<file path="src/common/uep_pkg.sv">
`default_nettype none
package uep_pkg;
    // Register map, byte offsets on the Wishbone bus
    localparam int unsigned ADDR_W        = 8;
    localparam logic [7:0]  OFF_NAK_MASK  = 8'h00;
    localparam logic [7:0]  OFF_PKT_SIZE  = 8'h04;
    localparam logic [7:0]  OFF_EP0_STATE = 8'h08;
    localparam logic [7:0]  OFF_NAK_STAT  = 8'h0c;
    localparam logic [7:0]  OFF_COMMAND   = 8'h10;
    localparam logic [7:0]  OFF_IRQ_STAT  = 8'h14;
    localparam logic [7:0]  OFF_IRQ_CLR   = 8'h18;
    localparam logic [7:0]  OFF_IRQ_EN    = 8'h1c;

    // Field positions
    localparam int unsigned EP_LAST       = 7;
    localparam int unsigned MAX_PKT_W     = 7;
    localparam int unsigned DSET_BIT      = 12;
    localparam int unsigned ZLP_BIT       = 15;
    localparam int unsigned BLOCK_BIT     = 15;
    localparam int unsigned TOG_LSB       = 12;
    localparam int unsigned STATE_LSB     = 9;
    localparam int unsigned CMD_ZLP_BIT   = 0;
    localparam int unsigned CMD_SACK_BIT  = 1;
    localparam int unsigned IRQ_W         = 4;
    localparam int unsigned IRQ_SETUP     = 0;
    localparam int unsigned IRQ_ZLP_DONE  = 1;
    localparam int unsigned IRQ_ERROR     = 2;
    localparam int unsigned IRQ_STALL     = 3;

    // Reset values and encodings
    localparam logic [6:0]  MAX_PKT_RST   = 7'h00;
    localparam logic [7:1]  NAK_MASK_RST  = 7'h00;
    localparam logic [1:0]  TOG_DATA0     = 2'h0;
    localparam logic [1:0]  TOG_DATA1     = 2'h1;

    typedef enum logic [2:0] {
        EP0_READY,
        EP0_BUSY,
        EP0_ERROR,
        EP0_STALL
    } uep_ep0_state_t;
endpackage
`default_nettype wire

</file>
<file path="src/common/uep_reg_if.sv">
`default_nettype none
interface uep_reg_if;
    logic [7:0]  addr;
    logic [31:0] wdata;
    logic [3:0]  sel;
    logic        wr;
    logic [31:0] rdata;

    modport bus  (output addr, output wdata, output sel, output wr, input rdata);
    modport regs (input addr, input wdata, input sel, input wr, output rdata);
endinterface
`default_nettype wire

</file>
<file path="src/logic/uep_ep0_ctrl.sv">
// Summary of operation
// - Each of endpoints 1 to 7 has a mask bit: 0 passes its NAK flag to the NAK pin, 1 blocks it.
// - A masked endpoint still gets its NAK flag set on a NAK, but never raises the NAK pin.
// - The NAK flag of endpoints 1 to 7 is set whenever that endpoint sends a NAK handshake.
// - Bit 15 of the packet-size word is set by the zero-length command, cleared once it is sent.
// - Bit 12 of the packet-size word shows valid FIFO data and is cleared by every SETUP token.
// - Bits 6..0 hold the writable max packet size and bits 11..7 always read zero.
// - The write-block flag, bit 15 of the state word, sets on SETUP and clears on setup-ack.
// - While the write-block flag is 1, and in the SETUP cycle, writes to the control FIFO are dropped, else accepted.
// - Bits 13..12 of the state word show the toggle: 00 DATA0, 01 DATA1, others never used.
// - Bits 11..9 of the state word show the endpoint state, forced to Ready by every SETUP.
// - The state goes to Busy when the endpoint answered NAK in the status stage.
// - The state goes to Error on a received CRC error or a response timeout after sending.
// - A control read asking past the requested length returns STALL and sets state Stall.
//
// Decided for this implementation: the register addresses and the Wishbone slave port.
`default_nettype none
module uep_ep0_ctrl #(
    parameter int unsigned EP_LAST = uep_pkg::EP_LAST
) (
    // Clock and reset
    input  wire logic               clk_i,
    input  wire logic               rst_i,
    input  wire logic               ce_i,
    // Wishbone classic slave
    input  wire logic               wb_cyc_i,
    input  wire logic               wb_stb_i,
    input  wire logic               wb_we_i,
    input  wire logic [7:0]         wb_adr_i,
    input  wire logic [3:0]         wb_sel_i,
    input  wire logic [31:0]        wb_dat_i,
    output logic      [31:0]        wb_dat_o,
    output logic                    wb_ack_o,
    // Link events, one-cycle pulses
    input  wire logic               setup_tok_i,
    input  wire logic [EP_LAST:1]   nak_sent_i,
    input  wire logic               status_nak_i,
    input  wire logic               crc_err_i,
    input  wire logic               resp_timeout_i,
    input  wire logic               over_read_i,
    input  wire logic               data_acked_i,
    input  wire logic               zlp_sent_i,
    input  wire logic               rx_data_stored_i,
    input  wire logic               fifo_drained_i,
    // Control FIFO write path
    input  wire logic               fifo_wr_req_i,
    output logic                    fifo_wr_accept_o,
    // Link requests
    output logic                    zlp_pending_o,
    output logic                    stall_o,
    // Interrupts
    output logic                    nak_int_o,
    output logic                    irq_o
);
    if (EP_LAST < 1 || EP_LAST > 7) begin : g_bad_ep_last
        $error("EP_LAST must lie between 1 and 7");
    end

    function automatic logic hit(input logic [7:0] addr, input logic [7:0] off);
        hit = (addr[7:2] == off[7:2]);
    endfunction

    uep_reg_if regs ();

    uep_wb_slave u_wb (
        .clk_i    (clk_i),
        .rst_i    (rst_i),
        .ce_i     (ce_i),
        .wb_cyc_i (wb_cyc_i),
        .wb_stb_i (wb_stb_i),
        .wb_we_i  (wb_we_i),
        .wb_adr_i (wb_adr_i),
        .wb_sel_i (wb_sel_i),
        .wb_dat_i (wb_dat_i),
        .wb_dat_o (wb_dat_o),
        .wb_ack_o (wb_ack_o),
        .regs     (regs)
    );

    // Byte lane 0 carries every writable field
    logic wr0;
    assign wr0 = regs.wr && regs.sel[0];

    // NAK flags and mask
    logic [EP_LAST:1] nak_mask, next_nak_mask;
    logic [EP_LAST:1] nak_stat, next_nak_stat;
    logic             nak_int, next_nak_int;

    // Clear is write-one; a NAK in the same cycle keeps the flag set
    for (genvar k = 1; k <= EP_LAST; k++) begin : g_nak
        always_comb begin
            next_nak_stat[k] = nak_stat[k];
            if (wr0 && hit(regs.addr, uep_pkg::OFF_NAK_STAT) && regs.wdata[k]) begin
                next_nak_stat[k] = 1'b0;
            end
            if (nak_sent_i[k]) begin
                next_nak_stat[k] = 1'b1;
            end
        end
    end

    always_comb begin
        next_nak_mask = nak_mask;
        if (wr0 && hit(regs.addr, uep_pkg::OFF_NAK_MASK)) begin
            next_nak_mask = regs.wdata[EP_LAST:1];
        end
        next_nak_int = |(nak_stat & ~nak_mask);
    end

    always_ff @(posedge clk_i) begin
        if (rst_i) begin
            nak_mask <= uep_pkg::NAK_MASK_RST[EP_LAST:1];
            nak_stat <= '0;
            nak_int  <= 1'b0;
        end else if (ce_i) begin
            nak_mask <= next_nak_mask;
            nak_stat <= next_nak_stat;
            nak_int  <= next_nak_int;
        end
    end

    // Packet size word and FIFO gating
    logic [6:0] max_pkt, next_max_pkt;
    logic       zlp_pend, next_zlp_pend;
    logic       dset, next_dset;
    logic       wr_block, next_wr_block;
    logic       wr_accept, next_wr_accept;
    logic       cmd_wr;

    assign cmd_wr = wr0 && hit(regs.addr, uep_pkg::OFF_COMMAND);

    always_comb begin
        next_max_pkt = max_pkt;
        if (wr0 && hit(regs.addr, uep_pkg::OFF_PKT_SIZE)) begin
            next_max_pkt = regs.wdata[uep_pkg::MAX_PKT_W-1:0];
        end
        next_zlp_pend = zlp_pend;
        if (zlp_sent_i) begin
            next_zlp_pend = 1'b0;
        end
        if (cmd_wr && regs.wdata[uep_pkg::CMD_ZLP_BIT]) begin
            next_zlp_pend = 1'b1;
        end
        next_wr_block = wr_block;
        if (cmd_wr && regs.wdata[uep_pkg::CMD_SACK_BIT]) begin
            next_wr_block = 1'b0;
        end
        if (setup_tok_i) begin
            next_wr_block = 1'b1;
        end
        // A request in the SETUP cycle is dropped as well: the block is already due
        next_wr_accept = fifo_wr_req_i && !wr_block && !setup_tok_i;
        next_dset = dset;
        if (fifo_drained_i) begin
            next_dset = 1'b0;
        end
        if (rx_data_stored_i || next_wr_accept) begin
            next_dset = 1'b1;
        end
        if (setup_tok_i) begin
            next_dset = 1'b0;
        end
    end

    always_ff @(posedge clk_i) begin
        if (rst_i) begin
            max_pkt   <= uep_pkg::MAX_PKT_RST;
            zlp_pend  <= 1'b0;
            wr_block  <= 1'b0;
            wr_accept <= 1'b0;
            dset      <= 1'b0;
        end else if (ce_i) begin
            max_pkt   <= next_max_pkt;
            zlp_pend  <= next_zlp_pend;
            wr_block  <= next_wr_block;
            wr_accept <= next_wr_accept;
            dset      <= next_dset;
        end
    end

    // Endpoint state and toggle; SETUP outranks every other event
    uep_pkg::uep_ep0_state_t ep_state, next_ep_state;
    logic [1:0]              toggle, next_toggle;
    logic                    stall, next_stall;

    always_comb begin
        next_ep_state = ep_state;
        next_toggle   = toggle;
        next_stall    = 1'b0;
        case (ep_state)
            uep_pkg::EP0_READY, uep_pkg::EP0_BUSY,
            uep_pkg::EP0_ERROR, uep_pkg::EP0_STALL: begin
                if (status_nak_i) begin
                    next_ep_state = uep_pkg::EP0_BUSY;
                end
                if (crc_err_i || resp_timeout_i) begin
                    next_ep_state = uep_pkg::EP0_ERROR;
                end
                if (over_read_i) begin
                    next_ep_state = uep_pkg::EP0_STALL;
                    next_stall    = 1'b1;
                end
            end
            default: next_ep_state = uep_pkg::EP0_READY;
        endcase
        if (data_acked_i) begin
            next_toggle = (toggle == uep_pkg::TOG_DATA0) ? uep_pkg::TOG_DATA1
                                                         : uep_pkg::TOG_DATA0;
        end
        if (setup_tok_i) begin
            next_ep_state = uep_pkg::EP0_READY;
            next_toggle   = uep_pkg::TOG_DATA0;
            next_stall    = 1'b0;
        end
    end

    always_ff @(posedge clk_i) begin
        if (rst_i) begin
            ep_state <= uep_pkg::EP0_READY;
            toggle   <= uep_pkg::TOG_DATA0;
            stall    <= 1'b0;
        end else if (ce_i) begin
            ep_state <= next_ep_state;
            toggle   <= next_toggle;
            stall    <= next_stall;
        end
    end

    // Interrupt status, enable and level output
    logic [uep_pkg::IRQ_W-1:0] irq_stat, next_irq_stat;
    logic [uep_pkg::IRQ_W-1:0] irq_en, next_irq_en;
    logic [uep_pkg::IRQ_W-1:0] irq_evt;
    logic                      irq, next_irq;

    always_comb begin
        irq_evt                         = '0;
        irq_evt[uep_pkg::IRQ_SETUP]     = setup_tok_i;
        irq_evt[uep_pkg::IRQ_ZLP_DONE]  = zlp_sent_i && zlp_pend;
        irq_evt[uep_pkg::IRQ_ERROR]     = crc_err_i || resp_timeout_i;
        irq_evt[uep_pkg::IRQ_STALL]     = over_read_i;
        next_irq_stat = irq_stat;
        if (wr0 && hit(regs.addr, uep_pkg::OFF_IRQ_CLR)) begin
            next_irq_stat = irq_stat & ~regs.wdata[uep_pkg::IRQ_W-1:0];
        end
        next_irq_stat = next_irq_stat | irq_evt;
        next_irq_en   = irq_en;
        if (wr0 && hit(regs.addr, uep_pkg::OFF_IRQ_EN)) begin
            next_irq_en = regs.wdata[uep_pkg::IRQ_W-1:0];
        end
        next_irq = |(irq_stat & irq_en);
    end

    always_ff @(posedge clk_i) begin
        if (rst_i) begin
            irq_stat <= '0;
            irq_en   <= '0;
            irq      <= 1'b0;
        end else if (ce_i) begin
            irq_stat <= next_irq_stat;
            irq_en   <= next_irq_en;
            irq      <= next_irq;
        end
    end

    // Read mux; unmapped and write-only words read zero
    always_comb begin
        regs.rdata = 32'h0000_0000;
        if (hit(regs.addr, uep_pkg::OFF_NAK_MASK)) begin
            regs.rdata[EP_LAST:1] = nak_mask;
        end else if (hit(regs.addr, uep_pkg::OFF_NAK_STAT)) begin
            regs.rdata[EP_LAST:1] = nak_stat;
        end else if (hit(regs.addr, uep_pkg::OFF_PKT_SIZE)) begin
            regs.rdata[uep_pkg::ZLP_BIT]             = zlp_pend;
            regs.rdata[uep_pkg::DSET_BIT]            = dset;
            regs.rdata[uep_pkg::MAX_PKT_W-1:0]       = max_pkt;
        end else if (hit(regs.addr, uep_pkg::OFF_EP0_STATE)) begin
            regs.rdata[uep_pkg::BLOCK_BIT]           = wr_block;
            regs.rdata[uep_pkg::TOG_LSB+:2]          = toggle;
            regs.rdata[uep_pkg::STATE_LSB+:3]        = ep_state;
        end else if (hit(regs.addr, uep_pkg::OFF_IRQ_STAT)) begin
            regs.rdata[uep_pkg::IRQ_W-1:0]           = irq_stat;
        end else if (hit(regs.addr, uep_pkg::OFF_IRQ_EN)) begin
            regs.rdata[uep_pkg::IRQ_W-1:0]           = irq_en;
        end
    end

    assign nak_int_o        = nak_int;
    assign irq_o            = irq;
    assign fifo_wr_accept_o = wr_accept;
    assign zlp_pending_o    = zlp_pend;
    assign stall_o          = stall;
endmodule
`default_nettype wire

</file>
<file path="src/logic/uep_wb_slave.sv">
`default_nettype none
module uep_wb_slave (
    // Clock and reset
    input  wire logic        clk_i,
    input  wire logic        rst_i,
    input  wire logic        ce_i,
    // Wishbone classic slave
    input  wire logic        wb_cyc_i,
    input  wire logic        wb_stb_i,
    input  wire logic        wb_we_i,
    input  wire logic [7:0]  wb_adr_i,
    input  wire logic [3:0]  wb_sel_i,
    input  wire logic [31:0] wb_dat_i,
    output logic      [31:0] wb_dat_o,
    output logic             wb_ack_o,
    // Register side
    uep_reg_if.bus           regs
);
    logic        ack;
    logic        next_ack;
    logic [31:0] dat;
    logic [31:0] next_dat;
    logic        take;

    assign take = wb_cyc_i && wb_stb_i && !ack;

    // Writes land on the edge that samples ack, as the master expects
    assign regs.wr    = wb_cyc_i && wb_stb_i && wb_we_i && ack;
    assign regs.addr  = wb_adr_i;
    assign regs.wdata = wb_dat_i;
    assign regs.sel   = wb_sel_i;

    always_comb begin
        next_ack = take;
        next_dat = dat;
        if (take) begin
            next_dat = wb_we_i ? 32'h0000_0000 : regs.rdata;
        end
    end

    always_ff @(posedge clk_i) begin
        if (rst_i) begin
            ack <= 1'b0;
            dat <= 32'h0000_0000;
        end else if (ce_i) begin
            ack <= next_ack;
            dat <= next_dat;
        end
    end

    assign wb_ack_o = ack;
    assign wb_dat_o = dat;
endmodule
`default_nettype wire

</file>
<file path="config.mk">
export PLATFORM = sky130hd
export DESIGN_NAME = uep_ep0_ctrl
export DESIGN_NICKNAME = d
export VERILOG_FILES = /design/src/common/uep_pkg.sv /design/src/common/uep_reg_if.sv /design/src/logic/uep_ep0_ctrl.sv /design/src/logic/uep_wb_slave.sv
export SDC_FILE = /design/constraint.sdc
export NUM_CORES = 1
export LEC_CHECK = 0
export ABC_AREA = 1
export BUFFER_PORTS_ARGS = -buffer_cell sky130_fd_sc_hd__buf_2
export CORE_MARGIN = 1
export CORE_UTILIZATION = 48
export CTS_CLUSTER_SIZE = 12
export DETAILED_ROUTE_END_ITERATION = 10
export GPL_ROUTABILITY_DRIVEN = 0
export HOLD_SLACK_MARGIN = 0.03
export MAX_ROUTING_LAYER = met4
export PLACE_DENSITY = 0.85
export REMOVE_ABC_BUFFERS = 1
export SLEW_MARGIN = 20
export SYNTH_ARGS = -nofsm -noshare
export SYNTH_HDL_FRONTEND = slang
export SYNTH_HIERARCHICAL = 1
export SYNTH_SLANG_ARGS = --single-unit
</file>
<file path="constraint.sdc">
create_clock -name clk_i -period 1.24 [get_ports clk_i]
set_input_delay 0.186 -clock clk_i [delete_from_list [all_inputs] [get_ports clk_i]]
set_output_delay 0.186 -clock clk_i [all_outputs]
set_load 0.005 [all_outputs]
</file>
==> impl_metrics.csv, run 1 <==
group,metric,value,unit
status,violations,"negative setup slack",
cells_and_area,multi_input_area,1850,sq um
floorplan,ioPinCount,105,
worst_setup_path,path_class,"reg -> reg",
cells_and_area,nets,723,
cts,cts_hold_buf,0,
sta,drv_slew,0,
route,drtAntennaViolNets,0,
cts,insertion_delay,0.35,ns
cells_and_area,regArea,1440,sq um
min_path,hold_start,"nak_sent_i[7]",
place,dp.cells,735,
synthesis,netlist_area,3590,sq um
status,status,"finished with violations",
worst_setup_path,arrival,1.54,ns
global_routing,grt_pass1_vias,3148,
place,place_area,4160,sq um
cts,cts-root-buf,"clkbuf_8",
global_routing,grt_pass1_wl,13.7,mm
global_routing,antenna_found_initial,0,
cts,cts_buffers,9,
synthesis,yosysWarnings,6,
run,drv_cap,0,
power_and_ir_drop,pwr_density_cell,1100,nW/um^2
sta,layout_setup_ws,-0.0530,ns
worst_setup_path,cp_slowest_cell,"dfxtp_2",
floorplan,rows,31,
sta,fmax,773,MHz
cts,cts.sinks,72,
worst_setup_path,crit_path_max_incr_delay,0.34,ns
sta,fin_skew,0.0105,ns
floorplan,die-area,7840,sq um
worst_setup_path,cp-end-kind,"flip-flop",
min_path,worst_hold_path_type,"in -> reg",
global_routing,grt_max_degree,57,
cells_and_area,layout-drive-gt1-share,24.8,%
sta,final-hold-violation-count,0,
synthesis,syn_inst,552,
power_and_ir_drop,report.power.total,0.00506,W
power_and_ir_drop,ir_worst_vdd,612,uV
worst_setup_path,crit_path_start_kind,"flip-flop",
sta,rsz0062_at_grt,"true",
sta,post-route-period-util,104,%
worst_setup_path,r2r_start,"u_wb/wb_ack_o$_SDFFE_PP0P_",
route,drc_errors,0,
floorplan,core_area,7250,sq um
cts,ctsHtreeMaxLevel,3,
sta,min_period,1.29,ns
route,post_drt_wl_per_cell,12.0,microns
cts,cts_tree,"built",
floorplan,die_x,88.5,microns
global_routing,grt.total_usage,23.7,%
place,post-dp-hpwl,6.19,mm
cts,clockBufferDepth,2,
sta,final-setup-viol-count,34,
place,io_buffers,75,
cells_and_area,nFillCells,635,
cells_and_area,fin_cells,759,
floorplan,die_y,88.5,microns
sta,setup-tns-final,-0.728,ns
route,via_per_inst,4.79,
cells_and_area,antennaDiodeCount,0,
synthesis,avgSynthCellArea,6.51,sq um
cells_and_area,fin_area,4590,sq um
worst_setup_path,critPathMaxFanout,8,
floorplan,start_util,49.6,%
route,drt_wl_total,9.12,mm
worst_setup_path,required,1.48,ns
cts,clk_pin_slew,0.07,ns
cells_and_area,syn_to_final_growth,27.6,%
power_and_ir_drop,leakage,2.27,nW
worst_setup_path,cp-startpoint,"u_wb/wb_ack_o$_SDFFE_PP0P_",
route,drt_iter0_drc,175,
worst_setup_path,crit_path_cell_trace,"inv_2 > nor3_2 > nand2_2 > nor2_8 > buf_6 > nand4_1 > nand2_1 > a21oi_1",
global_routing,overflow,0,
route,num_vias,3634,
route,dr.pass1.iters,4,
## per-stage QoR
stage / util, % / hold WS [ns] / setup WS (ns)
after floorplan: - / 0.255 / -0.587
after global placement: 57.4 / 0.442 / -0.169
after detailed placement: 57.4 / 0.446 / -0.190
after CTS: 61.0 / 0.0742 / -0.0806
after global routing: 63.2 / 0.0875 / -0.167
final: 63.2 / 0.0838 / -0.0530
## report_power, final
group / switching (W) / internal (W) / leakage, nW
Clock: 0.000850 / 0.00108 / 0.108
Combinational: 0.000378 / 0.000290 / 1.57
Sequential: 0.0000566 / 0.00241 / 0.588
Total: 0.00128 / 0.00377 / 2.27
## cell usage in the layout (no fill, tap or decap), drive strengths merged, types with 15 or more instances in the layout
cell,count
clkbuf,15
buf,106
conb,20
dfxtp,72
o21ai,23
a21oi,21
nand3,20
nand2,175
inv,52
nor2,130
## repair_timing
action,CTS,global route
endpoints found under the setup margin,31,47
gates resized for setup,23,17
pin swaps,11,5
setup buffers,2,3
gates cloned,0,4
## critical path: cells and delay by family (launching register included)
family | cells | cell delay [ns]
AO/OA/AOI/OAI | 1 | 0.05
AND/OR/NAND/NOR | 5 | 0.63
buffers and inverters | 2 | 0.17
flip-flops | 1 | 0.34
## final cells by class
type | count | area share [%]
Sequential cell | 72 | 31.5
Inverter | 54 | 4.64
Multi-Input combinational cell | 410 | 40.3
Clock buffer | 12 | 3.60
Tap cell | 99 | 2.70
Clock inverter | 3 | 0.873
Timing Repair Buffer | 109 | 16.5
## routing by layer
layer  track usage [%]  vias to the layer above  wire length [microns]
met3              4.10                       23                    553
met5                 -                        -                      0
met2              40.1                      118                   4510
li1                  -                     1875                      -
met1              26.3                     1618                   3790
met4              13.3                        0                    265
## state kept, by name, summed over array words and instances (netlist names), 2 cells and up
name and cells:
nak_mask 7, max_pkt 7, irq_en 4, u_wb/wb_dat_o 32, irq_stat 4, nak_stat 7
ep_state 2
## path summary, 6_finish.rpt
path / end / slack [ns] / cells past startpoint
setup / recovery: nak_stat[3]$_SDFFE_PP0P_ / -0.05 / 8
hold / removal: nak_stat[7]$_SDFFE_PP0P_ / 0.08 / 3
setup reg to reg: nak_stat[3]$_SDFFE_PP0P_ / -0.05 / 8
hold reg to reg: wr_block$_SDFFE_PP0P_ / 0.46 / 2
Note: power is estimated with default switching activity, not from simulation.
==> run 2: changes to the inputs <==
--- a/config.mk
+++ b/config.mk
@@ -5,7 +5,6 @@
 export SDC_FILE = /design/constraint.sdc
 export NUM_CORES = 1
 export LEC_CHECK = 0
-export ABC_AREA = 1
 export BUFFER_PORTS_ARGS = -buffer_cell sky130_fd_sc_hd__buf_2
 export CORE_MARGIN = 1
 export CORE_UTILIZATION = 48
==> run 2 against run 1 <==
The flow still finishes with violations (negative setup slack). Global-route usage increased by 0.77 points. First-iteration DRC count rose by 23%. Setup slack worse by 0.19 ns. Clock skew down 0.0025 ns. Sequential power decreased by 2%. Clock power shrank 4%. Synthesized cell count shrank 28%. Sequential share of layout area fell by 1.2 points. Via count decreased by 8.5%. Critical path type unchanged. Die area grew 2.4%.
==> impl_metrics.csv, run 2 <==
group,metric,value,unit
sta,layout_setup_ws,-0.241,ns
global_routing,grt.total_usage,24.4,%
cts,cts_hold_buf,0,
cells_and_area,final_common_cell,"buf_2",
sta,final-hold-violation-count,0,
route,via_per_inst,5.44,
worst_setup_path,critPathMaxFanout,4,
worst_setup_path,r2r_start,"u_wb/wb_ack_o$_SDFFE_PP0P_",
route,num_vias,3326,
sta,fin_skew,0.00798,ns
min_path,hold_path_depth,3,
cells_and_area,largest_reg_flops,32,
sta,post-route-period-util,119,%
cells_and_area,antennaDiodeCount,0,
sta,rsz0062_at_grt,"true",
power_and_ir_drop,leakage,1.90,nW
worst_setup_path,path_class,"reg -> reg",
synthesis,netlist_area,3680,sq um
cts,clk_pin_slew,0.08,ns
cts,insertion_delay,0.36,ns
sta,min_period,1.48,ns
synthesis,syn_inst,400,
global_routing,antenna_found_initial,0,
global_routing,overflow,0,
route,wl_met2,4.99,mm
global_routing,grt_max_degree,33,
power_and_ir_drop,ir_worst_vdd,547,uV
worst_setup_path,critical_path.endpoint,"irq_en[2]$_SDFFE_PP0P_",
cts,ctsHtreeMaxLevel,3,
floorplan,die-area,8030,sq um
cells_and_area,nets,574,
synthesis,avgSynthCellArea,9.21,sq um
min_path,worst_hold_path_type,"in -> reg",
cells_and_area,fin_area,4800,sq um
route,drc_errors,0,
route,highest_layer,"met4",
route,wl_met1,3.80,mm
route,wl_met3,731,microns
cts,cts-root-buf,"clkbuf_8",
sta,final-setup-viol-count,40,
status,status,"finished with violations",
power_and_ir_drop,p_switching,0.00126,W
power_and_ir_drop,p_clk_share,38.2,%
place,io_buffers,75,
power_and_ir_drop,power_frac_seq,49.7,%
worst_setup_path,reg2regPathDepth,5,
route,drt_wl_total,9.92,mm
cells_and_area,final_cell_mix,"buf_2, dfxtp_1, mux2i_1, nand2b_1, buf_4",
floorplan,start_util,50.2,%
floorplan,ioPinCount,105,
place,post-dp-hpwl,6.31,mm
cells_and_area,syn_to_final_growth,30.3,%
synthesis,yosysWarnings,6,
worst_setup_path,timing.rr.end,"irq_en[2]$_SDFFE_PP0P_",
worst_setup_path,arrival,1.72,ns
global_routing,grt_pass1_vias,3161,
cts,cts_buffers,9,
power_and_ir_drop,p_int,0.00358,W
floorplan,rows,31,
run,drv_cap,0,
status,violations,"negative setup slack",
worst_setup_path,rrSetupSlack,-0.24,ns
floorplan,die_x,89.6,microns
route,drt_iter0_drc,215,
power_and_ir_drop,switching_share,26.1,%
cts,cts_tree,"built",
route,drtAntennaViolNets,0,
global_routing,grt_pass1_wl,14.3,mm
worst_setup_path,crit_path_start_kind,"flip-flop",
floorplan,core_area,7330,sq um
worst_setup_path,cp-end-kind,"flip-flop",
worst_setup_path,cp-startpoint,"u_wb/wb_ack_o$_SDFFE_PP0P_",
cts,clockBufferDepth,2,
cells_and_area,layout-drive-gt1-share,36.7,%
floorplan,die_y,89.6,microns
route,dr.pass1.iters,5,
sta,fin_hold_ws,0.0733,ns
power_and_ir_drop,p_comb_share,12.1,%
worst_setup_path,required,1.48,ns
sta,fmax,675,MHz
power_and_ir_drop,pwr_density_cell,1010,nW/um^2
route,post_drt_wl_per_cell,16.2,microns
place,place_area,4280,sq um
cts,cts.sinks,72,
sta,drv_slew,0,
run 2: how the worst min path moves through the flow:
| stage | start | to |
|---|---|---|
| after detailed placement | nak_sent_i[6] | nak_stat[6]$_SDFFE_PP0P_ |
| final | nak_sent_i[4] | nak_stat[4]$_SDFFE_PP0P_ |
| after global placement | nak_sent_i[4] | nak_stat[4]$_SDFFE_PP0P_ |
| after floorplan | rst_i | dset$_SDFFE_PP0P_ |
| after global routing | nak_sent_i[7] | nak_stat[7]$_SDFFE_PP0P_ |
| after CTS | nak_sent_i[6] | nak_stat[6]$_SDFFE_PP0P_ |
run 2: cell type report:
cell class | count | area (sq um)
inverter | 10 | 37.5
clock inverter | 6 | 70.1
tap | 99 | 124
sequential | 72 | 1450
clock buffer | 10 | 128
fill | 512 | 2530
timing repair buffer | 121 | 858
multi-input combinational | 293 | 2130
run 2: metrics by stage:
stage	instances	TNS, ns	utilization [%]	worst slack, ns	power [W]
final	611	-4.57	65.5	-0.241	0.00484
after global routing	611	-6.28	65.5	-0.271	0.00502
after CTS	608	-3.10	63.7	-0.154	0.00482
after detailed placement	587	-18.64	58.4	-0.659	0.00295
after global placement	587	-17.37	58.4	-0.547	0.00293
after floorplan	375	-35.86	-	-0.874	0.00265
run 2: metal layers:
layer	GRT usage [%]	up-vias
li1	-	1588
met1	24.7	1535
met2	43.3	160
met3	6.49	43
met4	12.7	0
met5	-	-
run 2: worst max-delay path, cell delays in order, from the launching register on:
cell     delay, ns
dfxtp_2       0.33
and4_4        0.21
and3_4        0.21
and4_4        0.29
mux2i_1       0.27
nor2_1        0.06
run 2: timing repair:
item | CTS | global route
cloned | 1 | 1
setup buffers | 4 | 3
setup endpoints to repair | 39 | 44
resized for setup | 47 | 35
pin swaps | 25 | 24
run 2: power groups by stage:
stage               sequential [W]  clock, W  combinational, W
floorplan                  0.00245         0          0.000206
global placement           0.00245         0          0.000483
detailed placement         0.00245         0          0.000501
CTS                        0.00240   0.00189          0.000534
global route               0.00241   0.00198          0.000632
finish                     0.00241   0.00185          0.000584
==> run 3: changes to the inputs <==
--- a/config.mk
+++ b/config.mk
@@ -5,15 +5,15 @@
 export SDC_FILE = /design/constraint.sdc
 export NUM_CORES = 1
 export LEC_CHECK = 0
-export BUFFER_PORTS_ARGS = -buffer_cell sky130_fd_sc_hd__buf_2
 export CORE_MARGIN = 1
-export CORE_UTILIZATION = 48
+export CORE_UTILIZATION = 58
 export CTS_CLUSTER_SIZE = 12
 export DETAILED_ROUTE_END_ITERATION = 10
+export DONT_BUFFER_PORTS = 1
 export GPL_ROUTABILITY_DRIVEN = 0
 export HOLD_SLACK_MARGIN = 0.03
 export MAX_ROUTING_LAYER = met4
-export PLACE_DENSITY = 0.85
+export PLACE_DENSITY = 0.84
 export REMOVE_ABC_BUFFERS = 1
 export SLEW_MARGIN = 20
 export SYNTH_ARGS = -nofsm -noshare
==> run 3 against run 2 <==
The run ends with negative hold slack, negative setup slack left. Sequential power about the same. Via count shrank 11%. Sequential share of layout area grew 2.7 points. Total power rose by 1.8%. Die area down 17%. First-iteration DRC count shrank 23%. Clock power grew 17%. Setup slack better by 0.0099 ns. Hold slack worse by 0.18 ns. Highest routed layer unchanged.
==> impl_metrics.csv, run 3 (synthesis gave the netlist of run 2 again) <==
group,metric,value,unit
status,violations,"negative hold slack, negative setup slack",
cts,clk_pin_slew,0.07,ns
worst_setup_path,cp-end-kind,"flip-flop",
cells_and_area,final_cell_mix,"dfxtp_1, mux2i_1, nand2b_1, nor2_1, or3b_1",
cells_and_area,layout-drive-gt1-share,19.3,%
route,drc_errors,0,
global_routing,grt.total_usage,27.2,%
cells_and_area,multi_input_area,2080,sq um
floorplan,die-area,6670,sq um
route,post_drt_wl_per_cell,16.5,microns
cts,cts-root-buf,"clkbuf_8",
place,place_ws,-0.442,ns
power_and_ir_drop,ir_worst_vdd,1060,uV
route,drt_wl_total,8.51,mm
route,dr.pass1.iters,5,
worst_setup_path,crit_path_start_kind,"flip-flop",
sta,drv_slew,0,
status,status,"finished with violations",
power_and_ir_drop,leakage,1.55,nW
sta,post-route-period-util,119,%
power_and_ir_drop,pwr_density_cell,1120,nW/um^2
floorplan,rows,28,
cts,clockBufferDepth,2,
route,num_vias,2945,
place,io_buffers,0,
sta,layout_setup_ws,-0.231,ns
cells_and_area,largest_reg_flops,32,
cells_and_area,syn_to_final_growth,19.7,%
place,post-dp-hpwl,5.27,mm
cells_and_area,final_common_cell,"dfxtp_1",
sta,fin_hold_ws,-0.105,ns
min_path,worst_hold_path_type,"in -> reg",
floorplan,ioPinCount,105,
sta,rsz0062_at_grt,"true",
global_routing,grt_max_degree,105,
global_routing,grt_pass1_vias,2854,
floorplan,die_x,81.7,microns
worst_setup_path,path_class,"reg -> reg",
cts,insertion_delay,0.35,ns
run,drv_cap,0,
cells_and_area,fin_util,73.2,%
cts,cts.sinks,72,
cts,ctsHtreeMaxLevel,3,
floorplan,start_util,61.1,%
cts,cts_hold_buf,16,
global_routing,antenna_found_initial,0,
route,drtAntennaViolNets,0,
route,via_per_inst,5.71,
cells_and_area,antennaDiodeCount,0,
worst_setup_path,critPathMaxFanout,7,
global_routing,overflow,0,
cts,cts_tree,"built",
sta,min_period,1.47,ns
floorplan,die_y,81.7,microns
cells_and_area,nets,503,
sta,final-setup-viol-count,64,
sta,fmax,680,MHz
route,drt_iter0_drc,165,
worst_setup_path,required,1.48,ns
worst_setup_path,arrival,1.71,ns
sta,final-hold-violation-count,38,
sta,fin_skew,0.00522,ns
cts,cts_buffers,9,
cells_and_area,nFillCells,420,
global_routing,grt_pass1_wl,13.3,mm
floorplan,core_area,6030,sq um
cells_and_area,regArea,1450,sq um
## run 3: cell count changes in the layout (fill, tap and decap cells not counted), moves of 7 or more
| cell | previous run | this run |
|---|---|---|
| nand2_1 | 15 | 22 |
| buf_2 | 71 | 0 |
| dlygate4sd3_1 | 0 | 16 |
| buf_4 | 33 | 21 |
| nand2_2 | 11 | 3 |
## run 3: cell type report
type	instances	share of cell area, %
Clock inverter	4	1.67
Tap cell	75	2.13
Multi-Input combinational cell	293	47.2
Inverter	10	0.851
Sequential cell	72	33.0
Timing Repair Buffer	50	11.4
Clock buffer	12	3.75
## run 3: routing by layer
| metal | GRT usage, % | up-vias | wire, microns |
|---|---|---|---|
| met4 | 9.30 | 0 | 111 |
| met5 | - | - | 0 |
| met1 | 31.9 | 1392 | 3550 |
| met2 | 44.2 | 107 | 4130 |
| li1 | - | 1434 | - |
| met3 | 8.22 | 12 | 718 |
## run 3: worst paths after layout
path	startpoint	end	slack (ns)	cells after the start
setup / recovery	u_wb/wb_ack_o$_SDFFE_PP0P_	nak_mask[3]$_SDFFE_PP0P_	-0.23	6
hold / removal	rst_i	nak_stat[5]$_SDFFE_PP0P_	-0.10	1
setup reg to reg	u_wb/wb_ack_o$_SDFFE_PP0P_	nak_mask[3]$_SDFFE_PP0P_	-0.23	6
hold reg to reg	nak_stat[6]$_SDFFE_PP0P_	nak_stat[6]$_SDFFE_PP0P_	0.50	2
## run 3: power breakdown
group | switching [W] | internal [W] | leakage (nW)
sequential | 0.0000415 | 0.00237 | 0.589
combinational | 0.000141 | 0.000202 | 0.839
clock | 0.000871 | 0.00130 | 0.123
total | 0.00105 | 0.00387 | 1.55
## run 3: worst max-delay path, cell delays in order (launching register included)
cell and delay [ns]:
dfxtp_2 0.33, and4_4 0.24, nand2_4 0.08, nor4_4 0.22
buf_6 0.20, mux2i_4 0.25, nor2_1 0.06
## run 3: timing repair
action | 4_1_cts | 5_1_grt
resized for setup | 27 | 21
endpoints found under the setup margin | 34 | 57
setup buffers | 0 | 9
hold endpoints to repair | 59 | 39
pin swaps | 5 | 7
cloned | 0 | 1
## run 3: per-stage QoR
step           instances  TNS [ns]  power [W]  hold WS, ns  cell area [sq um]
6_report             516     -8.02    0.00492       -0.105               4410
5_1_grt              516    -11.34    0.00511       -0.118               4410
4_1_cts              507     -3.69    0.00491       -0.113               4240
3_5_place_dp         475    -10.97    0.00273        0.266               3760
3_3_place_gp         475     -9.93    0.00272        0.262               3760
2_1_floorplan        375    -35.86    0.00265        0.255               3460
